[config.mk]
export PLATFORM = sky130hd
export DESIGN_NAME = dao_ctrl
export DESIGN_NICKNAME = d
export VERILOG_FILES = /design/src/design/dao_pkg.sv /design/src/design/dao_ctrl.sv /design/src/design/dao_fifo.sv
export SDC_FILE = /design/constraint.sdc
export NUM_CORES = 1
export LEC_CHECK = 0
export BUFFER_PORTS_ARGS = -buffer_cell sky130_fd_sc_hd__clkbuf_2
export CORE_ASPECT_RATIO = 0.9
export CORE_UTILIZATION = 49
export DETAILED_ROUTE_END_ITERATION = 10
export PLACE_DENSITY = 0.73
export SLEW_MARGIN = 20
export SYNTH_ARGS = -nofsm -noshare
export SYNTH_HDL_FRONTEND = slang
export SYNTH_SLANG_ARGS = --single-unit
[constraint.sdc]
create_clock -name pclk -period 3.9 [get_ports pclk]
set_input_delay 0.78 -clock pclk [delete_from_list [all_inputs] [get_ports pclk]]
set_output_delay 0.78 -clock pclk [all_outputs]
set_load 0.01 [all_outputs]
[src/design/dao_pkg.sv]
// shared constants, types and register map of the dual converter output block
package dao_pkg;

   // result word and raw analog level widths
   localparam int DAO_W = 12;
   localparam int RAW_W = 14;
   localparam int SUM_W = RAW_W + 1;
   // pipeline depth in conversion periods, pclk cycles per period
   localparam int LATENCY = 7;
   localparam int PERIOD_CYC = 2;
   localparam int LATENCY_CYC = LATENCY * PERIOD_CYC;

   // code limits and format constants
   localparam logic [DAO_W-1:0] CODE_ZERO = 12'h000;
   localparam logic [DAO_W-1:0] CODE_MAX = 12'hFFF;
   localparam logic [DAO_W-1:0] CODE_MSB = 12'h800;
   localparam logic signed [SUM_W-1:0] CODE_MID = 15'sh0800;
   localparam logic signed [SUM_W-1:0] SUM_MAX = 15'sh0FFF;
   localparam logic signed [SUM_W-1:0] SUM_MIN = 15'sh0000;

   // apb register byte addresses
   localparam int ADDR_W = 8;
   localparam logic [ADDR_W-1:0] ADDR_CTRL = 8'h00;
   localparam logic [ADDR_W-1:0] ADDR_STATUS = 8'h04;
   localparam logic [ADDR_W-1:0] ADDR_DATA = 8'h08;
   localparam logic [ADDR_W-1:0] ADDR_CLEAR = 8'h0C;
   localparam logic [31:0] DATA_ZERO = 32'h0000_0000;

   // ctrl fields
   localparam int CTRL_PD_BIT = 0;
   localparam int CTRL_FIFO_BIT = 1;
   localparam logic [1:0] CTRL_RESET = 2'h0;
   // status fields
   localparam int ST_PD_BIT = 0;
   localparam int ST_MUX_BIT = 1;
   localparam int ST_DCS_BIT = 2;
   localparam int ST_TWOS_BIT = 3;
   localparam int ST_LVL_LSB = 4;
   localparam int ST_OVF_BIT = 6;
   localparam int ST_RDY_BIT = 7;
   localparam int ST_CNT_LSB = 8;
   // data register: channel b word above channel a word
   localparam int DATA_B_LSB = 16;

   // capture buffer
   localparam int FIFO_DEPTH = 32;
   localparam int FIFO_CNT_W = 6;

   // levels of the four-state select pin, as decoded by the pad comparators
   typedef enum logic [1:0] {
      LVL_AGND,
      LVL_MID,
      LVL_FLOAT,
      LVL_SUPPLY
   } dao_level_t;

   // one sample pair of both channels
   typedef struct packed {
      logic [DAO_W-1:0] b;
      logic [DAO_W-1:0] a;
   } dao_pair_t;

   // everything that arrives from outside the pclk domain
   typedef struct packed {
      logic signed [RAW_W-1:0] level_a;
      logic signed [RAW_W-1:0] level_b;
      dao_level_t fss;
      logic oea_n;
      logic oeb_n;
      logic pd;
      logic mux;
   } dao_pins_t;

endpackage : dao_pkg

[src/design/dao_ctrl.sv]
// dual converter output control: sampling, latency pipe, format, buses, apb
`timescale 1ns/10ps
`default_nettype none

module dao_ctrl
   import dao_pkg::*;
(
   // clock and reset
   input wire logic pclk,
   input wire logic presetn,
   // apb slave
   input wire logic [ADDR_W-1:0] paddr,
   input wire logic psel,
   input wire logic penable,
   input wire logic pwrite,
   input wire logic [31:0] pwdata,
   output logic [31:0] prdata_q,
   output logic pready_q,
   output logic pslverr_q,
   // analog front end levels, signed, zero at mid scale
   input wire logic signed [RAW_W-1:0] analog_a_level,
   input wire logic signed [RAW_W-1:0] analog_b_level,
   // control pins
   input wire logic [1:0] format_stabilizer_select,
   input wire logic bus_a_output_enable_n,
   input wire logic bus_b_output_enable_n,
   input wire logic power_down_input,
   input wire logic interleave_select,
   // output buses, each with its drive enable
   output logic [DAO_W-1:0] bus_a_word_q,
   output logic bus_a_oe_q,
   output logic [DAO_W-1:0] bus_b_word_q,
   output logic bus_b_oe_q,
   // status pins
   output logic stabilizer_on_q,
   output logic powered_down_q,
   output logic capture_ready_q
);

   // synchronised pins
   dao_pins_t pins_raw;
   dao_pins_t pins_s1_q;
   dao_pins_t pins_q;
   // conversion timing and pipe
   logic phase_q;
   dao_pair_t pipe_q [LATENCY];
   dao_pair_t raw_q;
   logic [DAO_W-1:0] code_a_w;
   logic [DAO_W-1:0] code_b_w;
   // control and status
   logic [1:0] ctrl_q;
   logic ovf_q;
   // fifo side
   logic fifo_in_ready;
   logic fifo_out_valid;
   dao_pair_t fifo_out_data;
   logic [FIFO_CNT_W-1:0] fifo_level;

   // saturate the analog level into an offset binary code
   function automatic logic [DAO_W-1:0] sat_code(
      input logic signed [RAW_W-1:0] lvl);
      logic signed [SUM_W-1:0] sum;
      sum = SUM_W'(lvl) + CODE_MID;
      if (sum < SUM_MIN)
         sat_code = CODE_ZERO;
      else if (sum > SUM_MAX)
         sat_code = CODE_MAX;
      else
         sat_code = sum[DAO_W-1:0];
   endfunction : sat_code

   // every pin comes from outside the clock domain
   assign pins_raw.level_a = analog_a_level;
   assign pins_raw.level_b = analog_b_level;
   assign pins_raw.fss = dao_level_t'(format_stabilizer_select);
   assign pins_raw.oea_n = bus_a_output_enable_n;
   assign pins_raw.oeb_n = bus_b_output_enable_n;
   assign pins_raw.pd = power_down_input;
   assign pins_raw.mux = interleave_select;

   // two-flop synchroniser; the analog word is a sampled level, so a
   // torn word costs one sample only and is accepted here
   always_ff @(posedge pclk or negedge presetn)
   begin
      if (!presetn)
      begin
         pins_s1_q <= '{fss: LVL_FLOAT, oea_n: 1'b1, oeb_n: 1'b1, default: '0};
         pins_q <= '{fss: LVL_FLOAT, oea_n: 1'b1, oeb_n: 1'b1, default: '0};
      end
      else
      begin
         pins_s1_q <= pins_raw;
         pins_q <= pins_s1_q;
      end
   end

   // mode decode from the four-state pin, the interleave pin, the power-down pin and the ctrl power-down bit
   wire logic sample_edge = ~phase_q;
   wire logic fmt_twos = (pins_q.fss == LVL_AGND) | (pins_q.fss == LVL_MID);
   wire logic dcs_on = (pins_q.fss == LVL_AGND) | (pins_q.fss == LVL_SUPPLY);
   wire logic pd_eff = pins_q.pd | ctrl_q[CTRL_PD_BIT];
   wire logic mux_mode = pins_q.mux;
   wire logic [DAO_W-1:0] fmt_mask = fmt_twos ? CODE_MSB : CODE_ZERO;
   assign code_a_w = sat_code(pins_q.level_a);
   assign code_b_w = sat_code(pins_q.level_b);

   // next bus words: bit 0 is the lsb, bit 11 the msb
   wire dao_pair_t head = pipe_q[LATENCY-1];
   wire logic [DAO_W-1:0] fa_head = head.a ^ fmt_mask;
   wire logic [DAO_W-1:0] fb_head = head.b ^ fmt_mask;
   wire logic [DAO_W-1:0] fb_raw = raw_q.b ^ fmt_mask;
   wire logic [DAO_W-1:0] ind_a = {{(DAO_W-1){1'b0}}, 1'b1};

   // conversion clock is pclk/2; phase 0 cycles end in the sampling edge
   always_ff @(posedge pclk or negedge presetn)
   begin
      if (!presetn)
         phase_q <= 1'b0;
      else
         phase_q <= ~phase_q;
   end

   // latency pipe: a pair enters at the sampling edge and leaves seven
   // periods later; it keeps running in power-down so timing never slips
   always_ff @(posedge pclk or negedge presetn)
   begin
      if (!presetn)
      begin
         for (int i = 0; i < LATENCY; i++)
            pipe_q[i] <= '0;
         raw_q <= '0;
      end
      else if (sample_edge)
      begin
         pipe_q[0] <= '{b: code_b_w, a: code_a_w};
         for (int i = 1; i < LATENCY; i++)
            pipe_q[i] <= pipe_q[i-1];
         raw_q <= head;
      end
   end

   // output buses: parallel updates once a period, multiplex sends a in
   // the first half and b in the second, the indicator tracking them
   always_ff @(posedge pclk or negedge presetn)
   begin
      if (!presetn)
      begin
         bus_a_word_q <= CODE_ZERO;
         bus_b_word_q <= CODE_ZERO;
      end
      else if (pd_eff)
      begin
         bus_a_word_q <= CODE_ZERO;
         bus_b_word_q <= CODE_ZERO;
      end
      else if (sample_edge)
      begin
         bus_a_word_q <= fa_head;
         bus_b_word_q <= mux_mode ? ind_a : fb_head;
      end
      else if (mux_mode)
      begin
         bus_a_word_q <= fb_raw;
         bus_b_word_q <= CODE_ZERO;
      end
   end

   // drive enables and mode pins; enable follows its pin as a level
   always_ff @(posedge pclk or negedge presetn)
   begin
      if (!presetn)
      begin
         bus_a_oe_q <= 1'b0;
         bus_b_oe_q <= 1'b0;
         stabilizer_on_q <= 1'b0;
         powered_down_q <= 1'b0;
         capture_ready_q <= 1'b0;
      end
      else
      begin
         bus_a_oe_q <= ~pins_q.oea_n;
         bus_b_oe_q <= ~pins_q.oeb_n;
         stabilizer_on_q <= dcs_on;
         powered_down_q <= pd_eff;
         capture_ready_q <= fifo_in_ready;
      end
   end

   // capture buffer: one pair per period while enabled and powered up;
   // the pipe cannot stall, so a full buffer drops and flags overflow
   wire logic cap_valid = sample_edge & ctrl_q[CTRL_FIFO_BIT] & ~pd_eff;
   wire logic cap_drop = cap_valid & ~fifo_in_ready;

   // apb decode; every access takes one wait state so read data is a flop
   wire logic acc_first = psel & penable & ~pready_q;
   wire logic acc_done = psel & penable & pready_q;
   wire logic hit_ctrl = (paddr == ADDR_CTRL);
   wire logic hit_status = (paddr == ADDR_STATUS);
   wire logic hit_data = (paddr == ADDR_DATA);
   wire logic hit_clear = (paddr == ADDR_CLEAR);
   wire logic mapped = hit_ctrl | hit_status | hit_data | hit_clear;
   wire logic wr_ctrl = acc_done & pwrite & hit_ctrl;
   wire logic wr_clear = acc_done & pwrite & hit_clear;
   wire logic pop = acc_done & ~pwrite & hit_data & fifo_out_valid;

   // read mux
   logic [31:0] status_w;
   logic [31:0] rdata_w;
   always_comb
   begin
      status_w = DATA_ZERO;
      status_w[ST_PD_BIT] = pd_eff;
      status_w[ST_MUX_BIT] = mux_mode;
      status_w[ST_DCS_BIT] = dcs_on;
      status_w[ST_TWOS_BIT] = fmt_twos;
      status_w[ST_LVL_LSB +: 2] = pins_q.fss;
      status_w[ST_OVF_BIT] = ovf_q;
      status_w[ST_RDY_BIT] = fifo_in_ready;
      status_w[ST_CNT_LSB +: FIFO_CNT_W] = fifo_level;
      rdata_w = DATA_ZERO;
      if (hit_ctrl)
         rdata_w[1:0] = ctrl_q;
      else if (hit_status)
         rdata_w = status_w;
      else if (hit_data && fifo_out_valid)
      begin
         rdata_w[DAO_W-1:0] = fifo_out_data.a;
         rdata_w[DATA_B_LSB +: DAO_W] = fifo_out_data.b;
      end
   end

   // apb answer flops
   always_ff @(posedge pclk or negedge presetn)
   begin
      if (!presetn)
      begin
         pready_q <= 1'b0;
         pslverr_q <= 1'b0;
         prdata_q <= DATA_ZERO;
      end
      else
      begin
         pready_q <= acc_first;
         pslverr_q <= acc_first & ~mapped;
         prdata_q <= acc_first ? rdata_w : DATA_ZERO;
      end
   end

   // control register and sticky overflow; a drop beats a clear
   always_ff @(posedge pclk or negedge presetn)
   begin
      if (!presetn)
      begin
         ctrl_q <= CTRL_RESET;
         ovf_q <= 1'b0;
      end
      else
      begin
         if (wr_ctrl)
            ctrl_q <= pwdata[1:0];
         ovf_q <= cap_drop | (ovf_q & ~wr_clear);
      end
   end

   dao_fifo #(
      .WIDTH($bits(dao_pair_t)),
      .DEPTH(FIFO_DEPTH),
      .CNT_W(FIFO_CNT_W)
   ) u_fifo (
      .pclk(pclk),
      .presetn(presetn),
      .in_valid(cap_valid),
      .in_ready(fifo_in_ready),
      .in_data(head),
      .out_valid(fifo_out_valid),
      .out_ready(pop),
      .out_data(fifo_out_data),
      .level(fifo_level)
   );
endmodule : dao_ctrl

`default_nettype wire

[src/design/dao_fifo.sv]
// capture buffer with valid/ready on both sides
`timescale 1ns/10ps
`default_nettype none

module dao_fifo
   import dao_pkg::*;
#(
   parameter int WIDTH = 24,
   parameter int DEPTH = 32,
   parameter int CNT_W = 6
)
(
   // clock and reset
   input wire logic pclk,
   input wire logic presetn,
   // fill side
   input wire logic in_valid,
   output logic in_ready,
   input wire logic [WIDTH-1:0] in_data,
   // drain side
   output logic out_valid,
   input wire logic out_ready,
   output logic [WIDTH-1:0] out_data,
   // fill level
   output logic [CNT_W-1:0] level
);

   localparam int PTR_W = $clog2(DEPTH);
   localparam logic [CNT_W-1:0] CNT_FULL = CNT_W'(DEPTH);

   logic [WIDTH-1:0] mem [DEPTH];
   logic [PTR_W-1:0] wr_ptr_q;
   logic [PTR_W-1:0] rd_ptr_q;
   logic [CNT_W-1:0] count_q;
   logic push;
   logic pop;

   // handshakes; full and empty come straight from the count
   assign in_ready = (count_q != CNT_FULL);
   assign out_valid = (count_q != '0);
   assign push = in_valid & in_ready;
   assign pop = out_valid & out_ready;
   assign out_data = mem[rd_ptr_q];
   assign level = count_q;

   // storage has no reset, only pointers and count do
   always_ff @(posedge pclk)
   begin
      if (push)
      begin
         mem[wr_ptr_q] <= in_data;
      end
   end

   // pointers wrap naturally at a power-of-two depth
   always_ff @(posedge pclk or negedge presetn)
   begin
      if (!presetn)
      begin
         wr_ptr_q <= '0;
         rd_ptr_q <= '0;
         count_q <= '0;
      end
      else
      begin
         wr_ptr_q <= wr_ptr_q + PTR_W'(push);
         rd_ptr_q <= rd_ptr_q + PTR_W'(pop);
         count_q <= count_q + CNT_W'(push) - CNT_W'(pop);
      end
   end
endmodule : dao_fifo

`default_nettype wire

==> run metrics, run 1 <==
GRT Resource Usage Total 20.7%; fin area 0.0470 mm2; Initial DRC Count 2,033; post-DP HPWL 52,200 um; count of final setup violators 0; Root Buffer clkbuf_16; Remaining DRCs 0; Area contributors post-synth edfxtp_1 (56%), dfrtp_1 (19%), mux4_2 (12%); Setup WS post-layout between 0.5 and 0.6 ns; post-CTS setup buffer count 0; row count 100; layout cell share with drive strength beyond 1 34.5%; via-per-instance ratio 5.82; hold_buf cts 0; Syn Area/Cell approximately 20 um2; post-cts resize count 0; 1st-pass router iterations 8; Worst Path Max Fanout 16; Post-Synthesis Cells 2,029; WL/cell 25.2 um; port bufs 105; # Max-Cap Violations 0; Most used DFF post-synth edfxtp_1; clock-pin slew on the worst setup and hold paths 0.06 ns; die width 307 um; Slew Viols, Final 0; CTS Buffer Depth 3; Placed Area 0.0434 mm2; antenna violations before repair 2; Worst-Margin Slew 1.11 ns; Synth-to-Final Area Change 14.6%; antenna diode count 0; WL final 86,500 um; FMAX 296 MHz; Initial Util about half; sequential share of the synthesized area 76.1%; setup TNS 0 ns; vias in the first global route between 20,000 and 25,000; worst skew pair latency 0.67 ns; Synth cell types 58; Chip Height roughly 280 um; Async SR Flop Fraction between 20% and 30%; Final nets 2,326; Final period util between 80% and 90%; crit end category register; RePlAce Congestion 0.800; Reg2Reg Depth 6; H-Tree Depth 3; CP Data Required Time 4.25 ns; Fin. Hold Viols 0; minimum clock period 3.38 ns; worst min path class input pin to asynchronous set/reset pin; status finished, final reports clean; clk sinks 1,093; proportion of netlist area held by the largest area contributor 56.3%; TritonCTS clock tree built; io pins 142; Overflow after GRT 0; P_leak 16.2 nW; RSZ-0062 raised after global routing false; core box area between 0.08 and 0.09 mm2; hold_ws 0.120 ns; yosys warns 0; Setup CP Type register to register; CP Launch Type register; Post-Syn Area 0.0410 mm2; DP Worst Slack around 0.18 ns; die area 0.0848 mm2; Layout Skew 0.0177 ns; Worst VDD drop 0.000441 V; largest net degree at the start of global routing 95; worst rel slew slack 26.2%; wire length of the first global-routing pass between 100,000 and 150,000 um; Post-synth EDFFs 768; Final ANT Viol Nets 0; detailed-route via count 20,000; FILL cells between 5,000 and 6,000; synthesized flop and latch total between 1,000 and 1,500; Pwr per Cell Area 515 mW/mm2; overall power 24.2 mW; cts bufs inserted 103; area leader, netlist edfxtp_1; worst path arrival time about 3.7 ns
## critical path, stage by stage (launching register included)
cell,delay [ns]
dfrtp_1,0.41
or2_2,0.48
a2111oi_2,0.41
buf_4,0.22
nand3b_1,0.43
nor2_2,0.74
buf_4,0.36
## Yosys cell counts, types with 3 or more instances
cell type and n:
mux2i_1 22, o22ai_1 10, or3b_2 3, mux2_2 149, a22oi_1 8, clkbuf_1 59, a211oi_1 21, nand4_1 3
xor2_1 6, a21o_1 3, edfxtp_1 768, nor3_1 5, nand2_1 88, nand3b_1 5, o41ai_2 6, o41ai_1 4
dfstp_2 6, a221oi_1 10, mux4_2 214, dfrtp_1 319, nand3_1 10, nor2_1 92, buf_2 23, ha_1 19
a21oi_1 22, o31a_1 5, buf_4 8, nor2b_1 4, buf_1 15, and2_1 15, inv_1 24, o32ai_1 3
xnor2_1 9, nand2b_1 3, a22o_1 11, o21ai_0 29
## per-stage QoR
step                      utilization, %  cells
after CTS                           56.8   3437
final                               56.8   3437
after global placement              52.5   3244
after floorplan                        -   2034
after global routing                56.8   3437
after detailed placement            52.5   3244
## sequential cells by signal (all words and copies together), names as in the netlist, 6 cells and up
signal        cells
bus_a_word_q     12
bus_b_word_q     12
head             24
pins_q           33
pins_s1_q        34
pipe_q          144
prdata_q         26
raw_q            12
u_fifo.level      6
u_fifo.mem      768
## final cells by class
cell class	instances	area, um2	share of cell area [%]
Multi-Input combinational cell	807	9310	19.8
Inverter	27	101	0.216
Sequential cell	1093	31200	66.5
Tap cell	1122	1400	2.99
Clock buffer	142	3010	6.41
Timing Repair Buffer	195	1360	2.90
Clock inverter	51	577	1.23
## cell families after synthesis
kind of cell	synth area share, %
AOI/OAI and AO/OA	2.47
xor gates and xnor gates	0.320
DFF	76.1
other	0.00915
adders and majority gates	0.629
and+or+nand+nor	2.64
buffers and inverters	1.43
muxes	16.4
## per-layer routing
layer / track usage, % / share of wire [%]
met1: 28.4 / 41
met2: 33.8 / 50
met3: 3.90 / 7.0
met4: 6.58 / 2.6
met5: 0 / 0.019
## where the power goes
part | switching [mW] | internal, mW
sequential | 0.370 | 12.8
combinational | 0.308 | 0.285
clock | 4.23 | 6.19
## final timing paths
| check | from | end | slack, ns |
|---|---|---|---|
| min in group pclk | format_stabilizer_select[1] | pins_s1_q[5] | 0.19 |
| hold reg to reg | pins_s1_q[0] | mux_mode | 0.35 |
| max in group asynchronous | presetn | pipe_q[64] | 2.86 |
| hold / removal | presetn | bus_b_oe_q | 0.12 |
| setup / recovery | pins_q[1] | u_fifo.mem[25][11] | 0.52 |
| setup reg to reg | pins_q[1] | u_fifo.mem[25][11] | 0.52 |
## layout by cell type (no fill, tap or decap), types with 21 or more instances in the layout
| cell | instances |
|---|---|
| a21oi_1 | 22 |
| edfxtp_1 | 768 |
| mux2_2 | 149 |
| inv_1 | 24 |
| buf_4 | 78 |
| nor2_2 | 34 |
| o21ai_0 | 29 |
| clkbuf_16 | 109 |
| clkbuf_2 | 104 |
| clkinv_2 | 21 |
| nor2_1 | 60 |
| mux4_2 | 214 |
| a211oi_1 | 21 |
| mux2i_1 | 22 |
| nand2_1 | 88 |
| dfrtp_1 | 300 |
No activity file was read; power rests on OpenSTA's default activity.
==> inputs of run 2 (changes only) <==
Clock period 3.9 ns to 3.55 ns, I/O delays scaled along.
==> run 2 against run 1 <==
Clock skew increased by 0.016 ns. Sequential share of layout area increased by 0.18 points. Core utilization decreased by 0.16 points. Sequential cell count unchanged. Die area unchanged. Power increased by 7.7%. Critical endpoint is now u_fifo.mem[12][6]. Clock power increased by 5%. Largest cell class unchanged. Cell count decreased by 0.15%.
==> run metrics, run 2 (same netlist as run 1, synthesis figures left out) <==
layout cell share with drive strength beyond 1 33.7% (-0.83 points); Final period util 88.3% (+1.7 points); row count 100 (unchanged); footprint of the multi-input gates 0.00931 mm2 (about the same); hold_ws 0.132 ns (+0.0122 ns); H-Tree Depth 3 (unchanged); FMAX 319 MHz (+7.7%); max reg flops 768 (unchanged); CP Launch Type register; worst rel slew slack 25.2% (-0.98 points); grt met2 use 33.4% (-0.39 points); cts bufs inserted 101 (-1.9%); Sw Ratio 20.1% (-0.14 points); Sw Pwr 5.25 mW (+6.9%); register area 0.0312 mm2 (unchanged); commonest non-fill, non-tap cell in the layout edfxtp_1; met1 usage 29.0% (+0.62 points); Synth-to-Final Area Change 14.3%; count of final setup violators 0 (unchanged); antenna diode count 0 (unchanged); DP Worst Slack 0.0907 ns (-0.0844 ns); Final nets 2,323 (-0.13%); worst min path class input pin to asynchronous set/reset pin; Flop pwr share 55.6% (+1.1 points); post-CTS setup buffer count 0 (unchanged); Comb pwr share 2.6% (+0.2 points); worst path cell trace or2_2 -> a2111oi_2 -> or3b_2 -> nor2_2 -> buf_4; WL/cell 24.9 um (-1.1%); Overflow after GRT 0 (unchanged); worst skew pair latency 0.66 ns (about the same); FILL cells 6,000 (+1.2%); Pwr per Cell Area 556 mW/mm2 (+7.9%); hold_buf cts 0 (unchanged); TritonCTS clock tree built; post-cts resize count 0 (unchanged); # Max-Cap Violations 0 (unchanged); Chip Height 276 um (unchanged); Fin. Hold Viols 0 (unchanged); Slew Viols, Final 0 (unchanged); Layout Skew 0.0333 ns (+0.0156 ns); vias in the first global route 20,400 (-1.2%); GR peak layer met2; Crit path largest cell delay 0.68 ns (-0.06 ns); critical path's slowest cell or3b_2; Initial Util 49.6% (unchanged); post-DP HPWL 51,300 um (-1.8%); Top reg by flops u_fifo.mem; RSZ-0062 raised after global routing false; CTS Buffer Depth 3 (unchanged); worst path arrival time 3.44 ns (-0.29 ns); CP top delay family simple AND/OR/NAND/NOR gates; Worst Path Max Fanout 24 (+8); clock-pin slew on the worst setup and hold paths 0.06 ns (about the same); Worst-Margin Slew 1.12 ns (+0.0147 ns); Setup WS post-layout 0.417 ns (-0.107 ns); minimum clock period 3.13 ns (-0.243 ns); Initial DRC Count 2,031 (-0.098%); die width 307 um (unchanged); overall power 26.1 mW (+7.7%); Root Buffer clkbuf_16; Remaining DRCs 0 (unchanged); internal power 20.8 mW (+7.8%); status finished, final reports clean; 1st-pass router iterations 5 (-3); post-layout util 56.7% (-0.16 points); Worst VDD drop 0.000569 V (+29%); Largest regs u_fifo.mem: 768 flops, pipe_q: 144 flops, pins_s1_q: 34 flops; WL final 85,400 um (-1.2%); wire length of the first global-routing pass 129,000 um (-1.2%); GR Util met3 3.80% (-0.10 points); detailed-route via count 20,000 (-0.25%); setup TNS 0 ns (unchanged); GRT Resource Usage Total 20.4% (-0.27 points); largest net degree at the start of global routing 207 (+120%); antenna violations before repair 1 (-1); RePlAce Congestion 0.793 (-0.83%); io pins 142 (unchanged); port bufs 105 (unchanged); Setup CP Type register to register; die area 0.0848 mm2 (unchanged); core box area 0.0827 mm2 (unchanged); CP Data Required Time 3.86 ns (-0.39 ns); most frequent cells in the layout edfxtp_1 (768), dfrtp_1 (300), mux4_2 (214); crit end category register; clock power share 41.9% (-1.1 points); clk sinks 1,093 (unchanged); P_leak 16.1 nW (-0.51%); Final ANT Viol Nets 0 (unchanged); via-per-instance ratio 5.82 (-0.11%); WP buf/inv 1 (-1)
-- run 2: changes by cell type in the layout (fill, tap and decap cells not counted), moves of 2 or more --
cell	before	now
clkbuf_1	17	26
buf_4	78	70
buf_12	12	19
clkbuf_8	16	9
clkinv_1	11	17
clkinv_2	21	16
clkbuf_16	109	105
clkinvlp_4	7	3
inv_6	1	3
-- run 2: power groups by stage --
stage / combinational [mW] / clock, mW / sequential [mW]
final: 0.668 / 10.9 / 14.5
after global routing: 0.752 / 11.6 / 14.5
after CTS: 0.683 / 11.1 / 14.5
after detailed placement: 0.678 / 0 / 14.8
after global placement: 0.643 / 0 / 14.7
after floorplan: 0.414 / 0 / 14.6
-- run 2: cell type report --
cell class | instances | share of cell area (%)
clock inverters | 49 | 1.13
clock buffers | 140 | 6.08
multi-input cells | 807 | 19.9
inverters | 27 | 0.216
flip-flops and latches | 1093 | 66.6
well taps | 1122 | 3.00
repair buffers | 194 | 3.08
-- run 2: worst paths after layout --
path,from,to,slack [ns],cells past startpoint
worst max-delay path,pins_q[1],u_fifo.mem[12][6],0.42,5
worst min-delay path,presetn,pipe_q[123],0.13,1
worst max register to register,pins_q[1],u_fifo.mem[12][6],0.42,5
worst min register to register,pins_s1_q[0],mux_mode,0.33,0
max in group asynchronous,presetn,prdata_q[22],2.57,2
min in group pclk,format_stabilizer_select[1],pins_s1_q[5],0.13,1
-- run 2: layer usage --
layer	share of wire, %	up-vias
met3	7.7	98
met5	0.015	-
met2	50	782
met4	1.6	2
li1	-	8427
met1	41	10700
-- run 2: stage by stage --
step,instance area [um2],cells
5_1_grt,46900,3432
6_report,46900,3432
3_5_place_dp,43500,3243
3_3_place_gp,43500,3243
2_1_floorplan,41000,2034
4_1_cts,46800,3432
